### src/hw/svpc_pkg.sv
// svpc_pkg: constants for the port vlan and transceiver config slice
// assumes one system clock; registers are written by the config loader
// Function
// - with the fallback enable set, a full duplex port whose full duplex partner lacks pause support drops to half duplex.
// - the pulse reduction control is active low and, when enabled, sends fewer link pulses while no cable is seen.
// - the upper byte of the first vlan register is port 1's membership mask, reset to all ones, own bit ignored.
// - the lower byte of the first vlan register is port 0's membership mask, reset to all ones, own bit ignored.
// - mask bits 0 to 7 stand for ports 0 to 7; set means same vlan, clear means outside.
package svpc_pkg;
	localparam int NUM_PORTS = 8;
	localparam int PORT_W = 3;
	localparam int ADDR_W = 8;
	localparam int DATA_W = 16;
	// register offsets
	localparam logic [7:0] REG_XCVR_VERIFY = 8'h05;
	localparam logic [7:0] REG_TEST_MODE = 8'h06;
	localparam logic [7:0] REG_VLAN01 = 8'h07;
	// reset values
	localparam logic [15:0] XCVR_RESET = 16'h1008;
	localparam logic [15:0] TEST_RESET = 16'h0000;
	localparam logic [15:0] VLAN01_RESET = 16'hffff;
	// writable bits; reserved bits hold zero and read zero
	localparam logic [15:0] XCVR_WR_MASK = 16'h3fff;
	localparam logic [15:0] TEST_WR_MASK = 16'h007f;
	localparam logic [15:0] VLAN01_WR_MASK = 16'hffff;
	// field positions
	localparam int FALLBACK_EN_BIT = 12;
	localparam int PULSE_REDUCE_N_BIT = 3;
	localparam int VLAN_P1_LSB = 8;
	localparam int VLAN_P0_LSB = 0;
	localparam logic [2:0] PORT0 = 3'h0;
	localparam logic [2:0] PORT1 = 3'h1;
endpackage : svpc_pkg

### src/hw/svpc_fwd_if.sv
// svpc_fwd_if: forwarding request and vlan filter result
// assumes both ends share the system clock
`timescale 1ns/1ps
`default_nettype none
interface svpc_fwd_if;
	logic reqValid;
	logic [2:0] srcPort;
	logic [7:0] dstMask;
	logic [7:0] vlanMaskP0;
	logic [7:0] vlanMaskP1;
	logic allowValid;
	logic [7:0] allowMask;
	modport filt (input reqValid, srcPort, dstMask, vlanMaskP0, vlanMaskP1,
		output allowValid, allowMask);
	modport ctl (output reqValid, srcPort, dstMask, vlanMaskP0, vlanMaskP1,
		input allowValid, allowMask);
endinterface : svpc_fwd_if
`default_nettype wire

### src/hw/svpc_fwd_filter.sv
// svpc_fwd_filter: trims a frame's destination ports by vlan membership
// assumes requests and masks are on the system clock
`timescale 1ns/1ps
`default_nettype none
module svpc_fwd_filter (
	input wire logic clk,
	input wire logic rst,
	svpc_fwd_if.filt fwd
);
	logic [7:0] member;
	logic [7:0] allowMask_r;
	logic [7:0] allowMask_nxt;
	logic allowValid_r;
	logic allowValid_nxt;

	////////////////////////////////////////////////////////////////////////
	// pick the membership mask of the receiving port
	always_comb begin
		case (fwd.srcPort)
			svpc_pkg::PORT0: member = fwd.vlanMaskP0;
			svpc_pkg::PORT1: member = fwd.vlanMaskP1;
			// masks of ports 2-7 live in another slice, so pass here
			default: member = 8'hff;
		endcase
	end

	// bit i of the mask gates port i; the source bit is never used
	generate
		for (genvar i = 0; i < svpc_pkg::NUM_PORTS; i++) begin : g_port
			assign allowMask_nxt[i] = fwd.reqValid & fwd.dstMask[i] &
				member[i] & (fwd.srcPort != 3'(i));
		end
	endgenerate

	assign allowValid_nxt = fwd.reqValid;

	// result registered one cycle after the request
	always_ff @(posedge clk or posedge rst) begin
		if (rst) begin
			allowMask_r <= 8'h00;
			allowValid_r <= 1'b0;
		end else begin
			allowMask_r <= allowMask_nxt;
			allowValid_r <= allowValid_nxt;
		end
	end

	assign fwd.allowMask = allowMask_r;
	assign fwd.allowValid = allowValid_r;
endmodule : svpc_fwd_filter
`default_nettype wire

### src/hw/svpc_config_top.sv
// svpc_config_top: verification, test mode and first vlan registers,
// the duplex fallback and pulse reduction controls, and the vlan filter
// assumes port status inputs come from logic on the same clock
`timescale 1ns/1ps
`default_nettype none
module svpc_config_top #(
	parameter int NumPorts = 8
) (
	input wire logic clk,
	input wire logic rst,
	// register port of the config loader
	input wire logic cfgWrEn,
	input wire logic cfgRdEn,
	input wire logic [7:0] cfgAddr,
	input wire logic [15:0] cfgWrData,
	output logic [15:0] cfgRdData,
	output logic cfgRdValid,
	// per-port negotiation status
	input wire logic [7:0] negFullDuplex,
	input wire logic [7:0] partnerFullDuplex,
	input wire logic [7:0] partnerPause,
	input wire logic [7:0] cableDetected,
	output logic [7:0] effFullDuplex,
	output logic [7:0] flpReduce,
	// raw test fields towards the transceivers
	output logic [15:0] xcvrTestBits,
	output logic [6:0] testModeBits,
	// forwarding request
	input wire logic fwdReqValid,
	input wire logic [2:0] fwdSrcPort,
	input wire logic [7:0] fwdDstMask,
	output logic fwdAllowValid,
	output logic [7:0] fwdAllowMask
);
	logic [15:0] xcvrReg_r;
	logic [15:0] xcvrReg_nxt;
	logic [15:0] testReg_r;
	logic [15:0] testReg_nxt;
	logic [15:0] vlanReg_r;
	logic [15:0] vlanReg_nxt;
	logic [15:0] rdData_r;
	logic [15:0] rdData_nxt;
	logic rdValid_r;
	logic rdValid_nxt;
	logic [7:0] effFull_r;
	logic [7:0] effFull_nxt;
	logic [7:0] flpReduce_r;
	logic [7:0] flpReduce_nxt;
	logic fallbackEn;
	logic pulseReduceN;
	logic selXcvr;
	logic selTest;
	logic selVlan;

	svpc_fwd_if fwd ();

	////////////////////////////////////////////////////////////////////////
	// the port width is fixed by the eight-bit masks
	generate
		if (NumPorts != svpc_pkg::NUM_PORTS) begin : g_bad_ports
			$error("svpc_config_top: NumPorts must be 8");
		end
		// field positions and masks must fit the sixteen-bit word
		if (svpc_pkg::DATA_W != 16) begin : g_bad_data
			$error("svpc_config_top: DATA_W must be 16");
		end
		if (svpc_pkg::ADDR_W != 8) begin : g_bad_addr
			$error("svpc_config_top: ADDR_W must be 8");
		end
		if (svpc_pkg::FALLBACK_EN_BIT >= svpc_pkg::DATA_W) begin : g_bad_fb
			$error("svpc_config_top: fallback bit outside the word");
		end
		if (svpc_pkg::PULSE_REDUCE_N_BIT >= svpc_pkg::DATA_W) begin : g_bad_pr
			$error("svpc_config_top: pulse bit outside the word");
		end
		if (svpc_pkg::VLAN_P1_LSB + 8 > svpc_pkg::DATA_W) begin : g_bad_p1
			$error("svpc_config_top: port 1 mask outside the word");
		end
		if (svpc_pkg::VLAN_P0_LSB + 8 > svpc_pkg::VLAN_P1_LSB) begin : g_bad_p0
			$error("svpc_config_top: port 0 mask overlaps port 1");
		end
		// reserved bits read zero, so no reset value may set them
		if ((svpc_pkg::XCVR_RESET & ~svpc_pkg::XCVR_WR_MASK) !=
			16'h0000) begin : g_bad_xr
			$error("svpc_config_top: reset sets a reserved bit");
		end
		if ((svpc_pkg::TEST_RESET & ~svpc_pkg::TEST_WR_MASK) !=
			16'h0000) begin : g_bad_tr
			$error("svpc_config_top: reset sets a reserved bit");
		end
		if ((svpc_pkg::VLAN01_RESET & ~svpc_pkg::VLAN01_WR_MASK) !=
			16'h0000) begin : g_bad_vr
			$error("svpc_config_top: reset sets a reserved bit");
		end
	endgenerate

	////////////////////////////////////////////////////////////////////////
	// offset decode shared by writes and reads; unmapped offsets hit nothing
	always_comb begin
		selXcvr = 1'b0;
		selTest = 1'b0;
		selVlan = 1'b0;
		case (cfgAddr)
			svpc_pkg::REG_XCVR_VERIFY: selXcvr = 1'b1;
			svpc_pkg::REG_TEST_MODE: selTest = 1'b1;
			svpc_pkg::REG_VLAN01: selVlan = 1'b1;
			default: begin
				// nothing selected, so writes are ignored and reads give zero
			end
		endcase
	end

	////////////////////////////////////////////////////////////////////////
	// register writes; reserved bits are masked so they stay zero
	always_comb begin
		xcvrReg_nxt = xcvrReg_r;
		testReg_nxt = testReg_r;
		vlanReg_nxt = vlanReg_r;
		if (cfgWrEn && selXcvr) begin
			xcvrReg_nxt = cfgWrData & svpc_pkg::XCVR_WR_MASK;
		end
		// test bits 6:0 are stored as written, reserved bits masked; zero is up to software
		if (cfgWrEn && selTest) begin
			testReg_nxt = cfgWrData & svpc_pkg::TEST_WR_MASK;
		end
		if (cfgWrEn && selVlan) begin
			vlanReg_nxt = cfgWrData & svpc_pkg::VLAN01_WR_MASK;
		end
	end

	// register store with documented reset values
	always_ff @(posedge clk or posedge rst) begin
		if (rst) begin
			xcvrReg_r <= svpc_pkg::XCVR_RESET;
			testReg_r <= svpc_pkg::TEST_RESET;
			vlanReg_r <= svpc_pkg::VLAN01_RESET;
		end else begin
			xcvrReg_r <= xcvrReg_nxt;
			testReg_r <= testReg_nxt;
			vlanReg_r <= vlanReg_nxt;
		end
	end

	////////////////////////////////////////////////////////////////////////
	// read path; unmapped offsets read zero, answer one cycle later
	// a read and a write in one cycle return the old value
	always_comb begin
		rdValid_nxt = cfgRdEn;
		rdData_nxt = 16'h0000;
		if (cfgRdEn && selXcvr) begin
			rdData_nxt = xcvrReg_r;
		end
		if (cfgRdEn && selTest) begin
			rdData_nxt = testReg_r;
		end
		if (cfgRdEn && selVlan) begin
			rdData_nxt = vlanReg_r;
		end
	end

	always_ff @(posedge clk or posedge rst) begin
		if (rst) begin
			rdData_r <= 16'h0000;
			rdValid_r <= 1'b0;
		end else begin
			rdData_r <= rdData_nxt;
			rdValid_r <= rdValid_nxt;
		end
	end

	////////////////////////////////////////////////////////////////////////
	// transceiver controls taken from the verification register
	assign fallbackEn = xcvrReg_r[svpc_pkg::FALLBACK_EN_BIT];
	assign pulseReduceN = xcvrReg_r[svpc_pkg::PULSE_REDUCE_N_BIT];

	// per-port duplex fallback and link pulse reduction
	generate
		for (genvar i = 0; i < svpc_pkg::NUM_PORTS; i++) begin : g_xcvr
			// only a full duplex partner without pause forces half duplex
			assign effFull_nxt[i] = negFullDuplex[i] & ~(fallbackEn &
				partnerFullDuplex[i] & ~partnerPause[i]);
			// active low enable; acts only while no cable is seen
			assign flpReduce_nxt[i] = ~pulseReduceN &
				~cableDetected[i];
		end
	endgenerate

	always_ff @(posedge clk or posedge rst) begin
		if (rst) begin
			effFull_r <= 8'h00;
			flpReduce_r <= 8'h00;
		end else begin
			effFull_r <= effFull_nxt;
			flpReduce_r <= flpReduce_nxt;
		end
	end

	////////////////////////////////////////////////////////////////////////
	// vlan filter for frames; masks are split by owning port
	// sources 2-7 pass unfiltered, their masks live in another slice
	assign fwd.reqValid = fwdReqValid;
	assign fwd.srcPort = fwdSrcPort;
	assign fwd.dstMask = fwdDstMask;
	assign fwd.vlanMaskP0 = vlanReg_r[svpc_pkg::VLAN_P0_LSB +: 8];
	assign fwd.vlanMaskP1 = vlanReg_r[svpc_pkg::VLAN_P1_LSB +: 8];

	svpc_fwd_filter u_filter (
		.clk(clk),
		.rst(rst),
		.fwd(fwd)
	);

	////////////////////////////////////////////////////////////////////////
	// outputs; all come from flip-flops
	assign cfgRdData = rdData_r;
	assign cfgRdValid = rdValid_r;
	assign effFullDuplex = effFull_r;
	assign flpReduce = flpReduce_r;
	assign xcvrTestBits = xcvrReg_r;
	assign testModeBits = testReg_r[6:0];
	assign fwdAllowValid = fwd.allowValid;
	assign fwdAllowMask = fwd.allowMask;
endmodule : svpc_config_top
`default_nettype wire

### config.mk
export PLATFORM = sky130hd
export DESIGN_NAME = svpc_config_top
export DESIGN_NICKNAME = d
export VERILOG_FILES = /design/src/hw/svpc_pkg.sv /design/src/hw/svpc_fwd_if.sv /design/src/hw/svpc_fwd_filter.sv /design/src/hw/svpc_config_top.sv
export SDC_FILE = /design/constraint.sdc
export NUM_CORES = 1
export LEC_CHECK = 0
export BUFFER_PORTS_ARGS = -buffer_cell sky130_fd_sc_hd__buf_2
export CAP_MARGIN = 20
export CORE_MARGIN = 4
export CORE_UTILIZATION = 35
export CTS_CLUSTER_SIZE = 30
export DETAILED_ROUTE_END_ITERATION = 6
export GPL_ROUTABILITY_DRIVEN = 0
export PLACE_DENSITY = 0.66
export REMOVE_ABC_BUFFERS = 1
export SYNTH_ARGS = -nofsm -noshare
export SYNTH_HDL_FRONTEND = slang
export SYNTH_HIERARCHICAL = 1
export SYNTH_SLANG_ARGS = --single-unit
### constraint.sdc
create_clock -name clk -period 4.1 [get_ports clk]
set_clock_uncertainty 0.2 [all_clocks]
set_input_delay 0.205 -clock clk [delete_from_list [all_inputs] [get_ports clk]]
set_output_delay 0.205 -clock clk [all_outputs]
set_load 0.02 [all_outputs]
==> flow_summary.toml, run 1 <==
[sta]
minimum_clock_period_ps = 2157
max_freq_mhz = 463.6
final.setup.tns_ps = 0
period_share_pct = 52.61
timing.final.hold_violations = 0
grt_setup_unrepaired = "no"
timing_worst_slew_pin_value_ps = 644.1
max-slew-margin-rel_pct = 57.00
setup_viol_count_final = 0
worst_slack_on_hold_paths_ps = 26.75
pins_over_slew_limit = 0

[logic_synthesis]
synth_compound_gate_area_share_pct = 6.064
synth_fa_ha_area_share_pct = 0
syn_area_per_cell_um2 = 13.84
synth_area_um2 = 3322
synth_xor_area_share_pct = 0
ff_latch_count_synth = 79
ys_seq_area_share_pct = 60.19
synth.top_cells.by_area = "sky130_fd_sc_hd__dfrtp_1 46%, sky130_fd_sc_hd__dfstp_2 14%, sky130_fd_sc_hd__mux2_4 9.0%"
synth.yosys.warnings = 6
yosys.area_share.simple_pct = 10.89
combinational_family_with_the_most_area_after_synthesis = "multiplexers"
netlist-cell-type-count = 33
post_synth_mux_area_share_pct = 19.89
synthCells = 240
yosys.area.top_type_share_pct = 45.95
synth_area_leader = "sky130_fd_sc_hd__dfrtp_1"

[power_and_ir_drop]
total_switching_power_uw = 427.0
switching_share_pct = 24.82
total_leakage_power_nw = 2.492
power.clock.fraction_pct = 38.3
combinationalPowerShare_pct = 13.1
p_int_mw = 1.294
vdd_drop_max_mv = 0.1771
power_mw = 1.721
power.density_nw_per_um2 = 354.0
pwr-share-seq_pct = 48.5

[routing]
route.final.wire_length_um = 8556
drt_first_pass_iters = 4
wl_per_cell_um = 15.20
route.detailed.vias_per_inst = 4.528
drt_iter0_drc = 87
via_count = 2549
drc = 0
antenna_violating_nets_post_route = 0

[grt]
grt_first_pass_wirelength_um = 13870
globalRouteTotalUtil_pct = 15.66
number_of_antenna_violations_at_the_first_check_in_global_routing = 0
grt_max_degree = 42
global_route.overflow_total = 0
first_global_vias = 2762

[clocking]
number_of_h_tree_branching_levels = 3
cts.repair.resized = 0
clk_pin_slew_ps = 80
root_buffer = "sky130_fd_sc_hd__clkbuf_8"
clock-sinks = 79
cts.path.max_buffers = 2
worst_skew_pair.late_latency_ps = 340
tritoncts = "done"
numCtsBuffers = 9

[layout]
area_growth_pct = 46.33
antenna_cells = 0
layout.nets = 501
num-fill-cells = 830
postLayoutCoreUtil_pct = 52.61
drive_above_1_share_pct = 51.61

[setup_path]
timing.critical_path.to_type = "flop"
critical_path.max_fanout = 14
reg2reg_depth = 3
setup.worst_path.class = "in2reg"
cp-start-kind = "input port"
crit_arrival_ps = 2180
worstPathRequired_ps = 4130

[hold_path]
whs_path_cells = 3
hold_path_class = "in2reg"

[die]
initial_utilization_pct = 35.95
die-width_um = 105.4
dieArea_um2 = 11110
vertical_extent_of_the_die_um = 105.4
fp-row-count = 35
design.core.area_um2 = 9240
ioPinCount = 137

[placement]
port_buffers = 134
hpwlAfterDp_um = 5904

[run_status]
outcome = "complete, no violations"

[flow_run]
timing.max_cap.violations = 0
## worst paths after layout
check | startpoint | slack (ps) | end
setup / recovery | cfgAddr[7] | 1940 | xcvrTestBits[7]
hold / removal | fwdSrcPort[2] | 30 | u_filter/fwd.allowMask[3]
setup reg to reg | xcvrTestBits[12] | 2350 | effFullDuplex[3]
hold reg to reg | vlanReg_r[15] | 310 | cfgRdData[15]
max in group asynchronous | rst | 2410 | vlanReg_r[4]
min in group asynchronous | rst | 190 | u_filter/fwd.allowMask[4]
## cell families (layout without fill, tap and decap cells)
family | Yosys count | after routing
muxes | 53 | 53
buffers and inverters | 16 | 209
other | 1 | 2
AOI/OAI and AO/OA | 23 | 23
DFF | 79 | 79
and+or+nand+nor | 68 | 68
## cell usage after synthesis
master / n
sky130_fd_sc_hd__buf_2: 3
sky130_fd_sc_hd__nor3b_2: 1
sky130_fd_sc_hd__mux2_4: 20
sky130_fd_sc_hd__mux2_2: 24
sky130_fd_sc_hd__and3b_1: 1
sky130_fd_sc_hd__o21a_1: 8
sky130_fd_sc_hd__nand4_4: 1
sky130_fd_sc_hd__nand4b_4: 1
sky130_fd_sc_hd__nand3_2: 1
sky130_fd_sc_hd__buf_6: 3
sky130_fd_sc_hd__a22oi_1: 7
sky130_fd_sc_hd__clkbuf_1: 3
sky130_fd_sc_hd__nand2b_1: 5
sky130_fd_sc_hd__nand2_1: 18
sky130_fd_sc_hd__a221oi_2: 3
sky130_fd_sc_hd__nand3_1: 3
sky130_fd_sc_hd__a21oi_1: 2
sky130_fd_sc_hd__dfstp_2: 18
sky130_fd_sc_hd__conb_1: 1
sky130_fd_sc_hd__and3_1: 1
sky130_fd_sc_hd__a311oi_1: 1
sky130_fd_sc_hd__buf_4: 2
sky130_fd_sc_hd__nand4_1: 1
sky130_fd_sc_hd__a211oi_2: 2
sky130_fd_sc_hd__nor2_1: 31
sky130_fd_sc_hd__nor4_1: 1
sky130_fd_sc_hd__inv_1: 3
sky130_fd_sc_hd__buf_1: 1
sky130_fd_sc_hd__nor2b_1: 2
sky130_fd_sc_hd__nor4b_4: 1
sky130_fd_sc_hd__mux2i_1: 9
sky130_fd_sc_hd__clkbuf_2: 1
sky130_fd_sc_hd__dfrtp_1: 61
## through the flow
| step | instances | cell area [um2] | worst slack (ps) |
|---|---|---|---|
| 3_3_place_gp | 492 | 4081 | 1951 |
| 4_1_cts | 563 | 4861 | 1951 |
| 6_report | 563 | 4861 | 1943 |
| 3_5_place_dp | 492 | 4081 | 1919 |
| 2_1_floorplan | 228 | 3242 | 1957 |
| 5_1_grt | 563 | 4861 | 1890 |
## critical path: stages
cell                            delay [ps]
sky130_fd_sc_hd__dlygate4sd3_1         530
sky130_fd_sc_hd__buf_2                 130
sky130_fd_sc_hd__nor3b_2               440
sky130_fd_sc_hd__nand4b_4              440
sky130_fd_sc_hd__mux2_4                430
## routing by layer
layer | vias up | share of wire, % | GRT usage [%]
met5 | - | 0 | 0
met4 | 0 | 2.2 | 6.467
met3 | 15 | 5.8 | 3.613
met2 | 83 | 50 | 26.37
met1 | 1241 | 42 | 19.29
li1 | 1210 | - | -
## layout by cell type, fill, tap and decap left out, types with 3 or more instances in the layout
cell type,Yosys,routed
sky130_fd_sc_hd__nor2_1,31,31
sky130_fd_sc_hd__nand3_1,3,3
sky130_fd_sc_hd__mux2i_1,9,9
sky130_fd_sc_hd__mux2_2,24,24
sky130_fd_sc_hd__dfstp_2,18,18
sky130_fd_sc_hd__mux2_4,20,20
sky130_fd_sc_hd__o21a_1,8,8
sky130_fd_sc_hd__a22oi_1,7,7
sky130_fd_sc_hd__nand2b_1,5,5
sky130_fd_sc_hd__clkbuf_8,0,10
sky130_fd_sc_hd__buf_2,3,134
sky130_fd_sc_hd__a221oi_2,3,3
sky130_fd_sc_hd__dfrtp_1,61,61
sky130_fd_sc_hd__dlygate4sd3_1,0,55
sky130_fd_sc_hd__nand2_1,18,18
## power by group through the flow
stage / combinational (mW) / clock (mW) / sequential [mW]
after floorplan: 0.0684 / 0 / 0.876
after global placement: 0.183 / 0 / 0.849
after detailed placement: 0.186 / 0 / 0.851
after CTS: 0.227 / 0.677 / 0.836
after global routing: 0.246 / 0.711 / 0.840
final: 0.226 / 0.660 / 0.835
## registers in the layout, summed over array words and instances, names as in the netlist, 7 cells and up
| register | count |
|---|---|
| cfgRdData | 16 |
| vlanReg_r | 16 |
| xcvrTestBits | 14 |
| effFullDuplex | 8 |
| flpReduce | 8 |
| u_filter/fwd.allowMask | 8 |
| testReg_r | 7 |
## repair_timing
action / CTS / global route
hold endpoints to repair: 94 / 0
buffers inserted: 0 / 0
hold buffers: 55 / 0
## cell type report
| cell class | count | area, um2 | area share [%] |
|---|---|---|---|
| clock inverter | 6 | 91.34 | 1.879 |
| tap | 129 | 161.4 | 3.320 |
| multi-input combinational | 146 | 1231 | 25.33 |
| inverter | 3 | 11.26 | 0.2317 |
| clock buffer | 10 | 137.6 | 2.831 |
| sequential | 79 | 1999 | 41.13 |
| timing repair buffer | 190 | 1229 | 25.28 |
No activity file was read; power rests on OpenSTA's default activity.
==> run 2: changes to the inputs <==
Clock period 4.1 ns to 2.1 ns, I/O delays scaled along.
==> flow_summary.toml, run 2 (synthesis results as in run 1) <==
[setup_path]
setup.worst_path.class = "in2reg"
critical_path.max_fanout = 14
rr_startpoint = "xcvrTestBits[12]"
worst-path-stages = 5
timing.critical_path.to_type = "flop"
cpLargestDelayFamily = "simple AND/OR/NAND/NOR gates"
reg2reg_to = "effFullDuplex[5]"
rrSetupSlack_ps = 330
worst-path-buf-inv = 2
crit_arrival_ps = 2080
slowest_stage = "sky130_fd_sc_hd__dlygate4sd3_1"
reg2reg_depth = 3
cp-start-kind = "input port"
cpPeakStageDelay_ps = 550
worstPathRequired_ps = 2120
critical_path_cell_list = "dlygate4sd3_1 > buf_2 > nor3b_2 > nand4b_4 > mux2_4"

[layout]
antenna_cells = 0
num-fill-cells = 808
layout.cells.most_common = "sky130_fd_sc_hd__buf_2"
instances_no_fill = 577
drive_above_1_share_pct = 50.45
area_growth_pct = 50.21
layout.nets = 515
layout.cells.most_common_list = "134 x sky130_fd_sc_hd__buf_2, 66 x sky130_fd_sc_hd__dlygate4sd3_1, 61 x sky130_fd_sc_hd__dfrtp_1"

[routing]
routed.top_layer = "met4"
route.detailed.vias_per_inst = 4.522
met3WireLength_um = 519
wl_per_cell_um = 15.46
drc = 0
drt_first_pass_iters = 4
met2WireLength_um = 4483
wl_on_met1_um = 3789
route.final.wire_length_um = 8921
antenna_violating_nets_post_route = 0
drt_iter0_drc = 63
via_count = 2609

[grt]
number_of_antenna_violations_at_the_first_check_in_global_routing = 0
grt_first_pass_wirelength_um = 14230
globalRouteTotalUtil_pct = 16.24
global_route.overflow_total = 0
first_global_vias = 2883
grt_max_degree = 71

[hold_path]
hold_path_class = "in2reg"
hold_start = "fwdSrcPort[1]"
min_delay_worst_endpoint = "u_filter/fwd.allowMask[1]"
whs_path_cells = 3

[sta]
grt_setup_unrepaired = "no"
pins_over_slew_limit = 0
minimum_clock_period_ps = 2055
worst_slack_on_hold_paths_ps = 23.71
setup_viol_count_final = 0
timing.final.hold_violations = 0
final.setup.tns_ps = 0
period_share_pct = 97.86
max_freq_mhz = 486.6

[die]
die-width_um = 105.4
initial_utilization_pct = 35.95
fp-row-count = 35
design.core.area_um2 = 9240
vertical_extent_of_the_die_um = 105.4
dieArea_um2 = 11110
ioPinCount = 137

[power_and_ir_drop]
total_leakage_power_nw = 2.557
vdd_drop_max_mv = 0.3442
power_mw = 3.295
power.density_nw_per_um2 = 660.3

[clocking]
root_buffer = "sky130_fd_sc_hd__clkbuf_8"
cts.repair.resized = 0
tritoncts = "done"
clock-sinks = 79
cts.path.max_buffers = 2
clk_pin_slew_ps = 80
worst_skew_pair.late_latency_ps = 340
number_of_h_tree_branching_levels = 3
numCtsBuffers = 9

[placement]
hpwlAfterDp_um = 6059
port_buffers = 134
dp_cells = 494

[flow_run]
timing.max_cap.violations = 0

[run_status]
outcome = "complete, no violations"
-- run 2: per-stage QoR --
step / util (%) / worst slack [ps] / instance area [um2]
2_1_floorplan: - / 56.57 / 3242
3_3_place_gp: 44.47 / 170.1 / 4109
3_5_place_dp: 44.47 / 121.0 / 4109
4_1_cts: 53.92 / 65.60 / 4982
5_1_grt: 54.00 / 3.949 / 4990
6_report: 54.00 / 44.84 / 4990
-- run 2: report_power, final --
group	leakage (nW)	internal, mW	switching [mW]
registers	0.987	1.59	0.0378
clock network	0.102	0.665	0.533
logic	1.47	0.239	0.225
-- run 2: layout make-up --
type / count / area (um2) / area share [%]
Tap cell: 129 / 161.4 / 3.235
Inverter: 3 / 11.26 / 0.2257
Timing Repair Buffer: 204 / 1374 / 27.53
Multi-Input combinational cell: 146 / 1231 / 24.67
Sequential cell: 79 / 1999 / 40.07
Clock buffer: 10 / 127.6 / 2.558
Clock inverter: 6 / 85.08 / 1.705
-- run 2: worst min-delay path, stage by stage --
cell and delay [ps]:
sky130_fd_sc_hd__buf_2 160, sky130_fd_sc_hd__nor2_1 120, sky130_fd_sc_hd__a21oi_1 140
-- run 2: worst max-delay path by stage --
stage	end	slack, ps	start
floorplan	cfgRdData[0]	60	rst
global placement	xcvrTestBits[13]	170	cfgAddr[3]
detailed placement	xcvrTestBits[7]	120	cfgAddr[3]
CTS	cfgRdData[14]	70	cfgAddr[3]
global route	xcvrTestBits[5]	4	cfgAddr[7]
finish	xcvrTestBits[7]	40	cfgAddr[7]
-- run 2: routing by layer --
layer | global-route usage (%) | vias up
met1 | 19.69 | 1281
met3 | 4.838 | 13
met2 | 27.82 | 83
met5 | 0 | -
met4 | 4.873 | 0
li1 | - | 1232
-- run 2: timing repair --
| item | in CTS | in global routing |
|---|---|---|
| setup buffers | 0 | 1 |
| hold buffers | 66 | 0 |
| endpoints found under the setup margin | 0 | 8 |
| hold endpoints to repair | 143 | 0 |
